**src/rtl/ars_consts.vh**
```
`ifndef ARS_CONSTS_VH
`define ARS_CONSTS_VH
// restart mode codes
`define ARS_MODE_OFF 8'h00
`define ARS_MODE_ACK_ONLY 8'h01
`define ARS_MODE_PF 8'h04
`define ARS_MODE_FLT 8'h06
`define ARS_MODE_PF_MAN 8'h0E
`define ARS_MODE_FLT_MAN 8'h10
`define ARS_MODE_ACK_ON 8'h1A
// defaults
`define ARS_LIMIT_DEF 8'h03
// times in milliseconds
`define ARS_WAIT_MS_DEF 32'd1000
`define ARS_MON_MS_DEF 32'd60000
`define ARS_SUCCESS_MS 32'd1000
`define ARS_CNTRST_MS_DEF 32'd0
// timebase: one tick per millisecond at 100 MHz
`define ARS_CLK_HZ 32'd100000000
`define ARS_TICK_HZ 32'd1000
`define ARS_TICK_CYC (`ARS_CLK_HZ / `ARS_TICK_HZ)
`endif

```
**src/rtl/ars_sequencer.v**
```verilog
// Contract
// mode 0 default: no automatic acknowledge, no automatic switch-on.
// modes 1 and 26 acknowledge faults always.
// modes 4 and 6 acknowledge faults only while run command high.
// modes 14 and 16 never acknowledge automatically.
// mode 1 never switches the motor on automatically.
// modes 4,6,14,16,26 switch on only while run command high.
// undervoltage fault or supply-loss restart count as power failure.
// success needs flying restart done, magnetized, then 1 s without fault.
// attempt counter decrements after each automatic acknowledge.
// limit n allows n+1 attempts, then restart-failed fault.
// counter below zero raises restart-failed and stops attempts.
// reload counter on reset-time expiry, withdraw-and-ack, or setting change.
// attempt limit defaults to 3, effective in modes 4,6,14,16,26.
// wait programmable delay, default 1.0 s, before each attempt.
// wait delay only applies in modes 4, 6 and 26.
// monitoring timer from fault; expiry without success raises restart-failed.
// mode above 1 switches on automatically after power failure.
// fieldbus controller should acknowledge and switch on explicitly itself.
// monitoring time defaults to 60 s.
// monitoring time zero disables monitoring.
// inputs sampled synchronously; all times from a common tick.
`timescale 1ns/100ps
`include "ars_consts.vh"
module ars_sequencer #(
  parameter TICK_DIV = `ARS_TICK_CYC,
  parameter [7:0] LIMIT_DEF = `ARS_LIMIT_DEF,
  parameter [31:0] WAIT_DEF = `ARS_WAIT_MS_DEF,
  parameter [31:0] MON_DEF = `ARS_MON_MS_DEF,
  parameter [31:0] SUCCESS_TICKS = `ARS_SUCCESS_MS
) (
  input wire mclk_i, // 100 MHz clock
  input wire rst_n_i, // sync reset, active low
  input wire [7:0] restart_mode_sel_i, // restart mode
  input wire [7:0] start_attempt_limit_i, // attempt limit n
  input wire [31:0] attempt_wait_time_i, // wait in ms ticks
  input wire [31:0] restart_monitor_time_i, // monitor time in ms, 0 off
  input wire [31:0] counter_reset_time_i, // counter reset time in ms, 0 off
  input wire use_defaults_i, // 1: use built-in defaults for settings
  input wire run_command_i, // run command pin
  input wire fault_i, // fault pending level
  input wire dc_link_undervolt_fault_i, // undervoltage fault level
  input wire power_up_i, // pulse: device came back after supply loss
  input wire flying_restart_done_i, // flying restart completed
  input wire magnetizing_done_flag_i, // motor magnetized
  input wire ext_ack_i, // external fault acknowledge pulse
  output reg auto_ack_o, // one-cycle automatic acknowledge
  output reg auto_on_o, // automatic switch-on level
  output reg restart_failed_fault_o, // restart failed fault level
  output reg power_fail_o, // power failure seen since last successful restart
  output reg [8:0] attempts_left_o // signed attempt counter
);
  localparam [5:0] S_IDLE = 6'h01;
  localparam [5:0] S_ACK = 6'h02;
  localparam [5:0] S_WAIT = 6'h04;
  localparam [5:0] S_START = 6'h08;
  localparam [5:0] S_PROVE = 6'h10;
  localparam [5:0] S_FAIL = 6'h20;

  // two flops on every pin input before use
  reg [6:0] s1_r, s2_r;
  always @(posedge mclk_i) begin
    if (!rst_n_i) begin
      s1_r <= 7'h00;
      s2_r <= 7'h00;
    end else begin
      s1_r <= {ext_ack_i, power_up_i, magnetizing_done_flag_i, flying_restart_done_i,
               dc_link_undervolt_fault_i, fault_i, run_command_i};
      s2_r <= s1_r;
    end
  end
  wire run_s = s2_r[0];
  wire flt_s = s2_r[1];
  wire uv_s = s2_r[2];
  wire fly_s = s2_r[3];
  wire mag_s = s2_r[4];
  wire pwr_s = s2_r[5];
  wire ack_s = s2_r[6];
  reg flt_d_r, pwr_d_r, ack_d_r;
  wire any_flt = flt_s | uv_s;
  wire flt_rise = any_flt & ~flt_d_r;
  wire pwr_rise = pwr_s & ~pwr_d_r;
  wire ack_rise = ack_s & ~ack_d_r;

  wire [7:0] mode = restart_mode_sel_i;
  wire [7:0] lim = use_defaults_i ? LIMIT_DEF : start_attempt_limit_i;
  wire [31:0] wait_t = use_defaults_i ? WAIT_DEF : attempt_wait_time_i;
  wire [31:0] mon_t = use_defaults_i ? MON_DEF : restart_monitor_time_i;
  wire [31:0] rst_t = use_defaults_i ? `ARS_CNTRST_MS_DEF : counter_reset_time_i;

  wire m_ack1 = (mode == `ARS_MODE_ACK_ONLY);
  wire m_a26 = (mode == `ARS_MODE_ACK_ON);
  wire m_pf = (mode == `ARS_MODE_PF) | (mode == `ARS_MODE_FLT);
  wire m_man = (mode == `ARS_MODE_PF_MAN) | (mode == `ARS_MODE_FLT_MAN);
  wire m_restart = m_pf | m_man | m_a26;
  wire ack_ok = m_ack1 | m_a26 | (m_pf & run_s);
  wire on_ok = m_restart & run_s;
  wire use_wait = m_pf | m_a26;

  reg [5:0] st_r, st_nxt;
  reg [8:0] cnt_nxt;
  reg [7:0] mode_d_r, lim_d_r;
  reg succ_once_r;
  // one acknowledge per stay in ACK, so a fault held a few cycles costs one attempt
  reg acked_r;
  wire ack_take = (st_r == S_ACK) & any_flt & (ack_ok | (m_man & ack_rise)) & ~restart_failed_fault_o & ~acked_r;
  wire tick;
  wire wait_done, prove_done, mon_done, crst_done;
  reg wait_go, prove_go, mon_go, mon_stop, crst_go;

  ars_tick #(.DIV(TICK_DIV)) u_tick (
    .mclk_i(mclk_i),
    .rst_n_i(rst_n_i),
    .tick_o(tick)
  );
  ars_timer u_wait (
    .mclk_i(mclk_i), .rst_n_i(rst_n_i), .tick_i(tick), .start_i(wait_go),
    .stop_i(st_r == S_IDLE), .len_i(wait_t), .run_o(), .done_o(wait_done)
  );
  ars_timer u_prove (
    .mclk_i(mclk_i), .rst_n_i(rst_n_i), .tick_i(tick), .start_i(prove_go),
    .stop_i(flt_rise), .len_i(SUCCESS_TICKS), .run_o(), .done_o(prove_done)
  );
  ars_timer u_mon (
    .mclk_i(mclk_i), .rst_n_i(rst_n_i), .tick_i(tick), .start_i(mon_go),
    .stop_i(mon_stop), .len_i(mon_t), .run_o(), .done_o(mon_done)
  );
  ars_timer u_crst (
    .mclk_i(mclk_i), .rst_n_i(rst_n_i), .tick_i(tick), .start_i(crst_go),
    .stop_i(flt_rise), .len_i(rst_t), .run_o(), .done_o(crst_done)
  );

  wire setting_chg = (mode != mode_d_r) | (lim != lim_d_r);
  wire [8:0] reload = {1'b0, lim};
  wire [8:0] cnt_dec = attempts_left_o - 9'h001;

  always @* begin
    st_nxt = st_r;
    cnt_nxt = attempts_left_o;
    wait_go = 1'b0;
    prove_go = 1'b0;
    mon_go = 1'b0;
    mon_stop = 1'b0;
    crst_go = 1'b0;
    case (st_r)
      S_IDLE: begin
        if ((flt_rise | pwr_rise) & (m_ack1 | m_restart)) begin
          st_nxt = S_ACK;
          mon_go = m_restart & (mon_t != 32'h0);
        end
      end
      S_ACK: begin
        if (!any_flt) begin
          // fault already cleared by the outside or by our own pulse
          if (m_ack1) begin
            st_nxt = S_IDLE;
          end else if (on_ok) begin
            st_nxt = use_wait ? S_WAIT : S_START;
            wait_go = use_wait;
          end
        end else if (ack_take) begin
          cnt_nxt = cnt_dec;
        end
      end
      S_WAIT: begin
        if (!on_ok) begin
          st_nxt = S_ACK;
        end else if (wait_done) begin
          st_nxt = S_START;
        end
      end
      S_START: begin
        if (!on_ok) begin
          st_nxt = S_ACK;
        end else if (fly_s & mag_s) begin
          st_nxt = S_PROVE;
          prove_go = 1'b1;
        end else if (any_flt) begin
          st_nxt = S_ACK;
        end
      end
      S_PROVE: begin
        if (any_flt) begin
          st_nxt = S_ACK;
        end else if (prove_done) begin
          st_nxt = S_IDLE;
          mon_stop = 1'b1;
          crst_go = rst_t != 32'h0;
        end
      end
      S_FAIL: begin
        mon_stop = 1'b1;
        if (!run_s & ack_rise) begin
          st_nxt = S_IDLE;
          cnt_nxt = reload;
        end
      end
      default: st_nxt = S_IDLE;
    endcase
    if (st_r != S_FAIL && st_r != S_IDLE && m_restart) begin
      // done pulses as the timer stops, so it is used alone
      if (cnt_nxt[8] | mon_done) begin
        st_nxt = S_FAIL;
      end
    end
    if (crst_done) begin
      cnt_nxt = reload;
    end
    if (setting_chg) begin
      cnt_nxt = reload;
      if (!m_ack1 && !m_restart) begin
        st_nxt = S_IDLE;
      end
    end
  end

  always @(posedge mclk_i) begin
    if (!rst_n_i) begin
      st_r <= S_IDLE;
      attempts_left_o <= {1'b0, `ARS_LIMIT_DEF};
      mode_d_r <= `ARS_MODE_OFF;
      lim_d_r <= `ARS_LIMIT_DEF;
      flt_d_r <= 1'b0;
      pwr_d_r <= 1'b0;
      ack_d_r <= 1'b0;
      succ_once_r <= 1'b0;
      acked_r <= 1'b0;
      auto_ack_o <= 1'b0;
      auto_on_o <= 1'b0;
      restart_failed_fault_o <= 1'b0;
      power_fail_o <= 1'b0;
    end else begin
      st_r <= st_nxt;
      attempts_left_o <= cnt_nxt;
      mode_d_r <= mode;
      lim_d_r <= lim;
      flt_d_r <= any_flt;
      pwr_d_r <= pwr_s;
      ack_d_r <= ack_s;
      succ_once_r <= (st_r == S_PROVE) & prove_done;
      acked_r <= (st_nxt == S_ACK) & (acked_r | ack_take);
      // auto acknowledge pulses on the same cycle the counter is decremented
      auto_ack_o <= ack_take & ack_ok & (st_nxt == S_ACK);
      // switch-on held through wait-free start and proving; withdrawn on failure
      auto_on_o <= on_ok & ((st_nxt == S_START) | (st_nxt == S_PROVE));
      restart_failed_fault_o <= (st_nxt == S_FAIL);
      if (pwr_rise | (flt_rise & uv_s)) begin
        power_fail_o <= 1'b1;
      end else if (succ_once_r) begin
        power_fail_o <= 1'b0;
      end
    end
  end
endmodule

```
**src/rtl/ars_tick.v**
```verilog
`timescale 1ns/100ps
`include "ars_consts.vh"
module ars_tick #(
  parameter DIV = `ARS_TICK_CYC
) (
  input wire mclk_i, // clock
  input wire rst_n_i, // sync reset
  output reg tick_o // one-cycle tick
);
  reg [31:0] cnt_r;
  always @(posedge mclk_i) begin
    if (!rst_n_i) begin
      cnt_r <= 32'h0;
      tick_o <= 1'b0;
    end else if (cnt_r >= DIV - 1) begin
      cnt_r <= 32'h0;
      tick_o <= 1'b1;
    end else begin
      cnt_r <= cnt_r + 32'h1;
      tick_o <= 1'b0;
    end
  end
endmodule

```
**src/rtl/ars_timer.v**
```verilog
`timescale 1ns/100ps
module ars_timer (
  input wire mclk_i, // clock
  input wire rst_n_i, // sync reset
  input wire tick_i, // timebase tick
  input wire start_i, // load and run
  input wire stop_i, // abort
  input wire [31:0] len_i, // length in ticks
  output wire run_o, // counting
  output reg done_o // one-cycle expiry pulse
);
  reg [31:0] cnt_r;
  reg run_r;
  assign run_o = run_r;
  always @(posedge mclk_i) begin
    if (!rst_n_i) begin
      cnt_r <= 32'h0;
      run_r <= 1'b0;
      done_o <= 1'b0;
    end else begin
      done_o <= 1'b0;
      if (stop_i) begin
        run_r <= 1'b0;
      end else if (start_i) begin
        cnt_r <= len_i;
        run_r <= 1'b1;
      end else if (run_r && tick_i) begin
        if (cnt_r <= 32'h1) begin
          run_r <= 1'b0;
          done_o <= 1'b1;
        end else begin
          cnt_r <= cnt_r - 32'h1;
        end
      end
    end
  end
endmodule

```
**config.mk**
```make
export PLATFORM = sky130hd
export DESIGN_NAME = ars_sequencer
export DESIGN_NICKNAME = d
export VERILOG_FILES = /design/src/rtl/ars_sequencer.v /design/src/rtl/ars_tick.v /design/src/rtl/ars_timer.v
export VERILOG_INCLUDE_DIRS = /design/src /design/src/rtl
export SDC_FILE = /design/constraint.sdc
export NUM_CORES = 1
export LEC_CHECK = 0
export BUFFER_PORTS_ARGS = -buffer_cell sky130_fd_sc_hd__buf_2
export CORE_UTILIZATION = 35
export DETAILED_ROUTE_END_ITERATION = 12
export GPL_ROUTABILITY_DRIVEN = 0
export GPL_TIMING_DRIVEN = 0
export SLEW_MARGIN = 20
export SYNTH_ARGS = -nofsm -noshare
export SYNTH_HDL_FRONTEND = slang
export SYNTH_SLANG_ARGS = --single-unit
```
**constraint.sdc**
```tcl
create_clock -name mclk_i -period 3.1 [get_ports mclk_i]
set_input_delay 0.31 -clock mclk_i [delete_from_list [all_inputs] [get_ports mclk_i]]
set_output_delay 0.31 -clock mclk_i [all_outputs]
set_load 0.01 [all_outputs]
```
# Yosys cells after proc, flatten, opt, wreduce, memory -nomap -nowiden
# Cells that the tools add are included.
dict set report totals {
  regBits 223
  input_bits 122
  output_inout_bits 13
  wordCells 231
}
dict set report classes {
  n_addsub 6
  magnitude_cmp 5
  n_eq_ne 27
  muxes 74
  bitwise 49
  reduce_logical 40
}
# op n
set ops {}
lappend ops {{$mux 32} 15}
lappend ops {{$le 32x1->1 const B} 4}
lappend ops {{$sub 32x1->32 const B} 4}
lappend ops {{$mux 6} 16}
lappend ops {{$reduce_bool 32->1} 2}
lappend ops {{$pmux 6 s6} 1}
lappend ops {{$mux 1} 33}
lappend ops {{$add 32x1->32 const B} 1}
lappend ops {{$ge 32x17->1 const B} 1}
lappend ops {{$mux 9} 3}
lappend ops {{$mux 8} 3}
lappend ops {{$and 1x1->1} 20}
lappend ops {{$pmux 9 s2} 1}
lappend ops {{$reduce_bool 2->1} 9}
lappend ops {{$eq 8x3->1 const B} 2}
lappend ops {{$eq 8x5->1 const B} 2}
lappend ops {{$ne 8x8->1} 2}
lappend ops {{$or 1x1->1} 16}
lappend ops {{$reduce_or 4->1} 4}
lappend ops {{$not 1->1} 13}
lappend ops {{$eq 6x2->1 const B} 2}
lappend ops {{$eq 6x4->1 const B} 2}
lappend ops {{$eq 6x5->1 const B} 2}
lappend ops {{$eq 6x6->1 const B} 2}
lappend ops {{20 further kinds} 41}

# Longest topological paths before layout
dict set report depth {
  ltp_word 19
  mapped_depth 11
  mapped_depth_nobuf 9
}

# By module
# A second synthesis with hierarchy kept.
dict set report hier_totals {
  hier_cells 1821
  hier_area_um2 14336.2
}
# module instances cells_per_inst area_each_um2 seq_area_each_um2
set modules_own_cells {}
lappend modules_own_cells {{ars_timer (u_prove ...)} 2 314 2391.0 680.7}
lappend modules_own_cells {ars_sequencer 1 457 3535.9 1081.0}
lappend modules_own_cells {{ars_timer (u_mon)} 1 315 2389.8 680.7}
lappend modules_own_cells {{ars_timer (u_crst)} 1 309 2386.0 680.7}
lappend modules_own_cells {ars_tick 1 112 1242.4 660.6}

# Worst setup path before layout
# Ideal clock, no wire load.
dict set report synth_timing {
  kind {input to register}
  from {input restart_mode_sel_i[5]}
  to {register u_wait.cnt_r[19]}
  setup_ns 0.122
  arrival_ns 2.476
  required_ns 2.978
  path_slack_ns 0.503
  cell_stages 10
  n_path_buf 3
  cell_sequence {or3_1 > buf_4 > nor4_4 > nand3_1 > or4_1 > buf_2 > and2_0 > clkbuf_2 > a32oi_1 > o21ai_1}
}
dict set report synth_between {
  elab_chain_len 11
  word_cells_on_any_way 20
  classes_between {eq/ne (7); mux (5); bitwise (6); reduce/logical (2)}
}
# element line
set synth_rtl {}
lappend synth_rtl {{from (decl)} ars_sequencer.v:34} ;# input wire [7:0] restart_mode_sel_i,
lappend synth_rtl {{$eq 8x3->1 (no line), or another cell as far along} -}
lappend synth_rtl {{$or 1x1->1, on equally long branches} {ars_sequencer.v:93, ars_sequencer.v:94}}
lappend synth_rtl {{$or 1x1->1 (2 in a row)} ars_sequencer.v:95} ;# wire m_restart = m_pf | m_man | m_a26;
lappend synth_rtl {{$and 1x1->1} ars_sequencer.v:97} ;# wire on_ok = m_restart & run_s;
lappend synth_rtl {{$mux 1} ars_sequencer.v:157} ;# end else if (on_ok) begin
lappend synth_rtl {{$mux 1 *} ars_sequencer.v:155} ;# if (m_ack1) begin
lappend synth_rtl {{$mux 1 *} ars_sequencer.v:153} ;# if (!any_flt) begin
lappend synth_rtl {{$mux 1 *} ars_sequencer.v:145} ;# case (st_r)
lappend synth_rtl {{$ne 2x1->1 (no line) or $reduce_bool 2->1 (tied branches)} -}
lappend synth_rtl {{$reduce_and 3->1 (no line)} -}
lappend synth_rtl {{to (signal assigned)} ars_timer.v:25} ;# cnt_r <= len_i;
lappend synth_rtl {{to (signal assigned)} ars_timer.v:32} ;# cnt_r <= cnt_r - 32'h1;
lappend synth_rtl {{to (decl)} ars_timer.v:12} ;# reg [31:0] cnt_r;
# Mark *: on every way between the ends. The rest lies on a longest branch, timed or not.
# A chain may end at the register's enable or synchronous reset.

# Final worst setup path
dict set report layout_timing {
  from {register st_r[3]}
  to {register u_wait.cnt_r[10]}
}
dict set report layout_between {
  elab_chain_len 4
  word_cells_on_any_way 8
  classes_between {eq/ne (3); mux (2); bitwise (1); reduce/logical (2)}
}
# element line
set layout_rtl {}
lappend layout_rtl {{from (decl)} ars_sequencer.v:100} ;# reg [5:0] st_r, st_nxt;
lappend layout_rtl {{from (signal assigned)} ars_sequencer.v:233} ;# st_r <= st_nxt;
lappend layout_rtl {{$eq 6x2->1} ars_sequencer.v:145}
lappend layout_rtl {{$mux 1} ars_sequencer.v:145}
lappend layout_rtl {{$ne 2x1->1 (no line) or $reduce_bool 2->1 (tied branches)} -}
lappend layout_rtl {{$reduce_and 3->1 (no line)} -}
# Several ways; a longest one is shown, not always the timed one.

==> results.txt <==
In this run, the number of DRC markers left after iteration 0 of detailed routing was 1073. The top-area cell type share of the netlist area came out at 0.3854. The HPWL after detailed placement is 27510 um.

The number of clock sinks came out at 223. Of the cells placed in the final design, the portion with a size suffix greater than 1 is 0.1457. The run finished with clean final reports. The sequential cell area fraction in the yosys report is 0.3854. Of the total power, combinational logic draws 0.071.

The synthesized instance count came out at 1450. For this run, the top clock speed supported by timing is 332.3 MHz. The antenna diode instance count is 0.

Counting stages on the worst path, the most repeated cell is buf_2. The final max-slew violation count came out at 0. The area added between synthesis and finish came out at 20.60%. In this run the vertical extent of the chip is 183.9 um. The most used standard cell by instance count after synthesis is dfxtp_1. The synthesized area divided by synthesized cell count is 7.990 um^2. The count of buffers added on input and output ports is 130. The number of vias after detailed routing came out at 11789. The number of antenna violations at the first check in global routing is 0. STA classifies the critical path endpoint as a register. The fill cell total of the finished layout is 3339. The number of cell rows is 66. The number of nets in the layout is 1774.

The die span in x came out at 183.9 um. The number of global-route vias before repair is 10975. On the final layout, the worst clock skew is 0.01317 ns. The synthesized netlist contains 90 unique library cells. The worst hold path belongs to the class primary input to register.

In the global route stage, met1 resource usage came out at 0.3067. In this run the standard cell core region covers 32540 um^2. dfxtp_1 takes more of the synthesized area than any other cell. 135 I/O pins were placed. The remaining max-slew budget at the tightest pin came out at 0.3481. The synthesized design contains 223 register bits. The met3 usage is 0.03823. The initial core utilization came out at 0.3561. After synthesis, the cell types taking the most area are dfxtp_1, nor2_1, a21oi_1. The TritonCTS buffer count came out at 26. The total setup violations reported at the end of the flow came out at 0.

The detail route stage leaves a number of antenna-violating nets equal to 0. The number of buffers and inverters on the critical path is 3. TritonCTS built the clock tree.

The first-pass iteration count of the detailed router is 5. The power share of the sequential group came out at 0.450. STA classifies the critical path startpoint as a register. The share of total power dissipated in the clock network is 0.479. Dividing the detail-routed wire length by the instance count gives 18.06 um. The static leakage came out at 5.461 nW. The longest individual stage delay on the worst path is 0.52 ns. The worst-margin pin slew came out at 0.9779 ns. The insertion delay of the later-clocked pin in the worst-skew pair came out at 0.53 ns.

The synthesized design contains 0 enable-type register cells. The highest net fanout along the worst path came out at 10. For this run, the share of the core covered by cells in the final layout is 0.4294.

The worst-case register-to-register setup slack came out at 0.09 ns. The data required time at the worst endpoint came out at 3.55 ns. Summing all flip-flop and latch instances after layout gives 4464 um^2. The die covers 33830 um^2. The fraction of registers with async set/reset came out at 0. In the synthesized netlist the dominant register cell turns out to be dfxtp_1. In the routed design, unresolved DRC markers number 0. The count of H-tree levels built during CTS is 1. The slowest stage of the critical path is the or4_1 cell. The synthesis warning total is 0.

By count the netlist is led by dfxtp_1, nor2_1, nand2_1, a21oi_1, o21ai_0. Using the TritonRoute via totals, the vias-per-cell ratio works out to 5.606. Across the run, the number of max-cap violations was 0.

The internal power is 0.004950 W. The share of total power consumed by net switching is 0.2400. Dividing total power by cell area gives a power density of 466.2 nW/um^2. The clock-pin slew on the worst setup and hold paths is 0.06 ns. The deepest clock path buffer count came out at 3. The layer with the highest usage after global routing is met2. Global routing finished with a remaining overflow of 0. The footprint of the multi-input gates is 6812 um^2. The number of endpoints with negative hold slack in the final report is 0. The switching component of the power is 0.001563 W. Summing every instance area after synthesis gives 11580 um^2. The worst hold slack across all endpoints came out at 0.01822 ns. The met2 track demand over resource in global routing is 0.3447. The maximum vdd ir drop is 0.0003706 V. The signal on the critical path passes through or4_1, buf_2, nor3b_1, o21ai_1, or4_1, buf_2, buf_2, nor3b_1, a21oi_1, o21ai_1. The first global-routing pass estimated 59660 um of wire. Dividing the final minimum period by the clock period gives 0.9706. For this run, the total global-route usage over all layers was measured as 0.2228. The arrival time reported for the critical path endpoint came out at 3.46 ns. Setup repair after global routing left no endpoint under its margin. Summed over all layers, the routed wires come to 37990 um. The critical path's top delay family is simple AND/OR/NAND/NOR gates.

The clock period could shrink to 3.009 ns. The maximum number of pins on one net before global-route repair came out at 13. The tree is rooted in a clkbuf_16. The critical path is of the register to register type.
[worst reg2reg max path, delay by kind of cell, from the launching register on]
family,cells,cell delay (ns)
AO/OA/AOI/OAI,3,0.41
buffers and inverters,3,0.62
AND/OR/NAND/NOR,4,1.54
flip-flops,1,0.37
[stage by stage]
| stage | total power [W] | TNS (ns) | cells | cell area (um^2) | worst slack [ns] |
|---|---|---|---|---|---|
| after global routing | 0.006741 | 0 | 2103 | 13970 | 0.002487 |
| final | 0.006513 | 0 | 2103 | 13970 | 0.09110 |
| after detailed placement | 0.003430 | -7.496 | 2036 | 12840 | -0.3555 |
| after global placement | 0.003427 | -5.453 | 2036 | 12840 | -0.3138 |
| after floorplan | 0.003214 | 0 | 1464 | 11640 | 0.5025 |
| after CTS | 0.006571 | 0 | 2100 | 13900 | 0.02785 |
[power groups by stage]
stage          sequential (W)  combinational [W]  clock, W
3_5_place_dp          0.00299           0.000436         0
3_3_place_gp          0.00299           0.000434         0
5_1_grt               0.00293           0.000503   0.00330
2_1_floorplan         0.00299           0.000224         0
6_report              0.00293           0.000461   0.00312
4_1_cts               0.00293           0.000453   0.00319
[sequential cells by signal (all words and copies together), names as in the netlist, 6 cells and up]
signal and cells:
mode_d_r 8, u_crst.cnt_r 32, u_wait.cnt_r 32, lim_d_r 8
s1_r 7, st_r 6, u_tick.cnt_r 32, u_mon.cnt_r 32
u_prove.cnt_r 32, attempts_left_o 9, s2_r 7
[repair_timing]
item	4_1_cts	5_1_grt
pin swaps	0	2
setup endpoints to repair	23	70
hold buffers	17	0
buffers inserted	0	3
endpoints found under the hold margin	17	0
gates resized for setup	4	20
[cell usage in the layout (no fill, tap or decap), drive strengths merged, types with 7 or more instances in the layout]
master / count
nor3b: 19
a31oi: 24
and2: 33
xnor2: 46
or2: 8
nor4: 62
and3: 20
a21o: 12
o211ai: 12
a21oi: 106
o21ai: 87
nand3: 59
conb: 15
dlygate4sd3: 17
o311ai: 9
nand4: 20
a211oi: 12
buf: 155
or3: 27
o21a: 14
or4: 22
ha: 10
dfxtp: 223
nor3: 73
nor2b: 7
and4: 8
clkbuf: 94
o31a: 7
nand2: 118
nand2b: 10
o31ai: 10
nor2: 165
xor2: 33
inv: 28
[routing by layer]
metal,wire (um),vias to the layer above,share of wire
li1,-,5700,-
met3,3178,96,0.084
met4,1507,0,0.040
met2,16450,505,0.43
met1,16860,5488,0.44
met5,0,-,0
[final timing paths]
path                            from          endpoint  depth (start not counted)
min          magnetizing_done_flag_i           s1_r[4]                          2
max reg2reg                  st_r[3]  u_wait.cnt_r[10]                         10
min reg2reg                  s1_r[3]           s2_r[3]                          1
max                          st_r[3]  u_wait.cnt_r[10]                         10
[cell families (layout without fill, tap and decap cells)]
family / count (synthesis) / count (layout) / share of synthesized area
simple gates: 679 / 679 / 0.3122
compound gates: 355 / 355 / 0.1947
buf+inv: 102 / 299 / 0.03586
flops: 223 / 223 / 0.3854
mux: 1 / 1 / 0.0009720
fa+ha+maj: 10 / 10 / 0.01080
xor+xnor: 79 / 79 / 0.05973
other cells: 1 / 15 / 0.0003237
[layout make-up]
| class | instances | share of cell area |
|---|---|---|
| plain buffers | 76 | 0.02337 |
| well taps | 442 | 0.03958 |
| clock inverters | 7 | 0.005015 |
| multi-input cells | 1139 | 0.4876 |
| inverters | 26 | 0.006985 |
| repair buffers | 150 | 0.06036 |
| clock buffers | 40 | 0.05759 |
| flip-flops and latches | 223 | 0.3195 |
No activity file was read; power rests on OpenSTA's default activity.
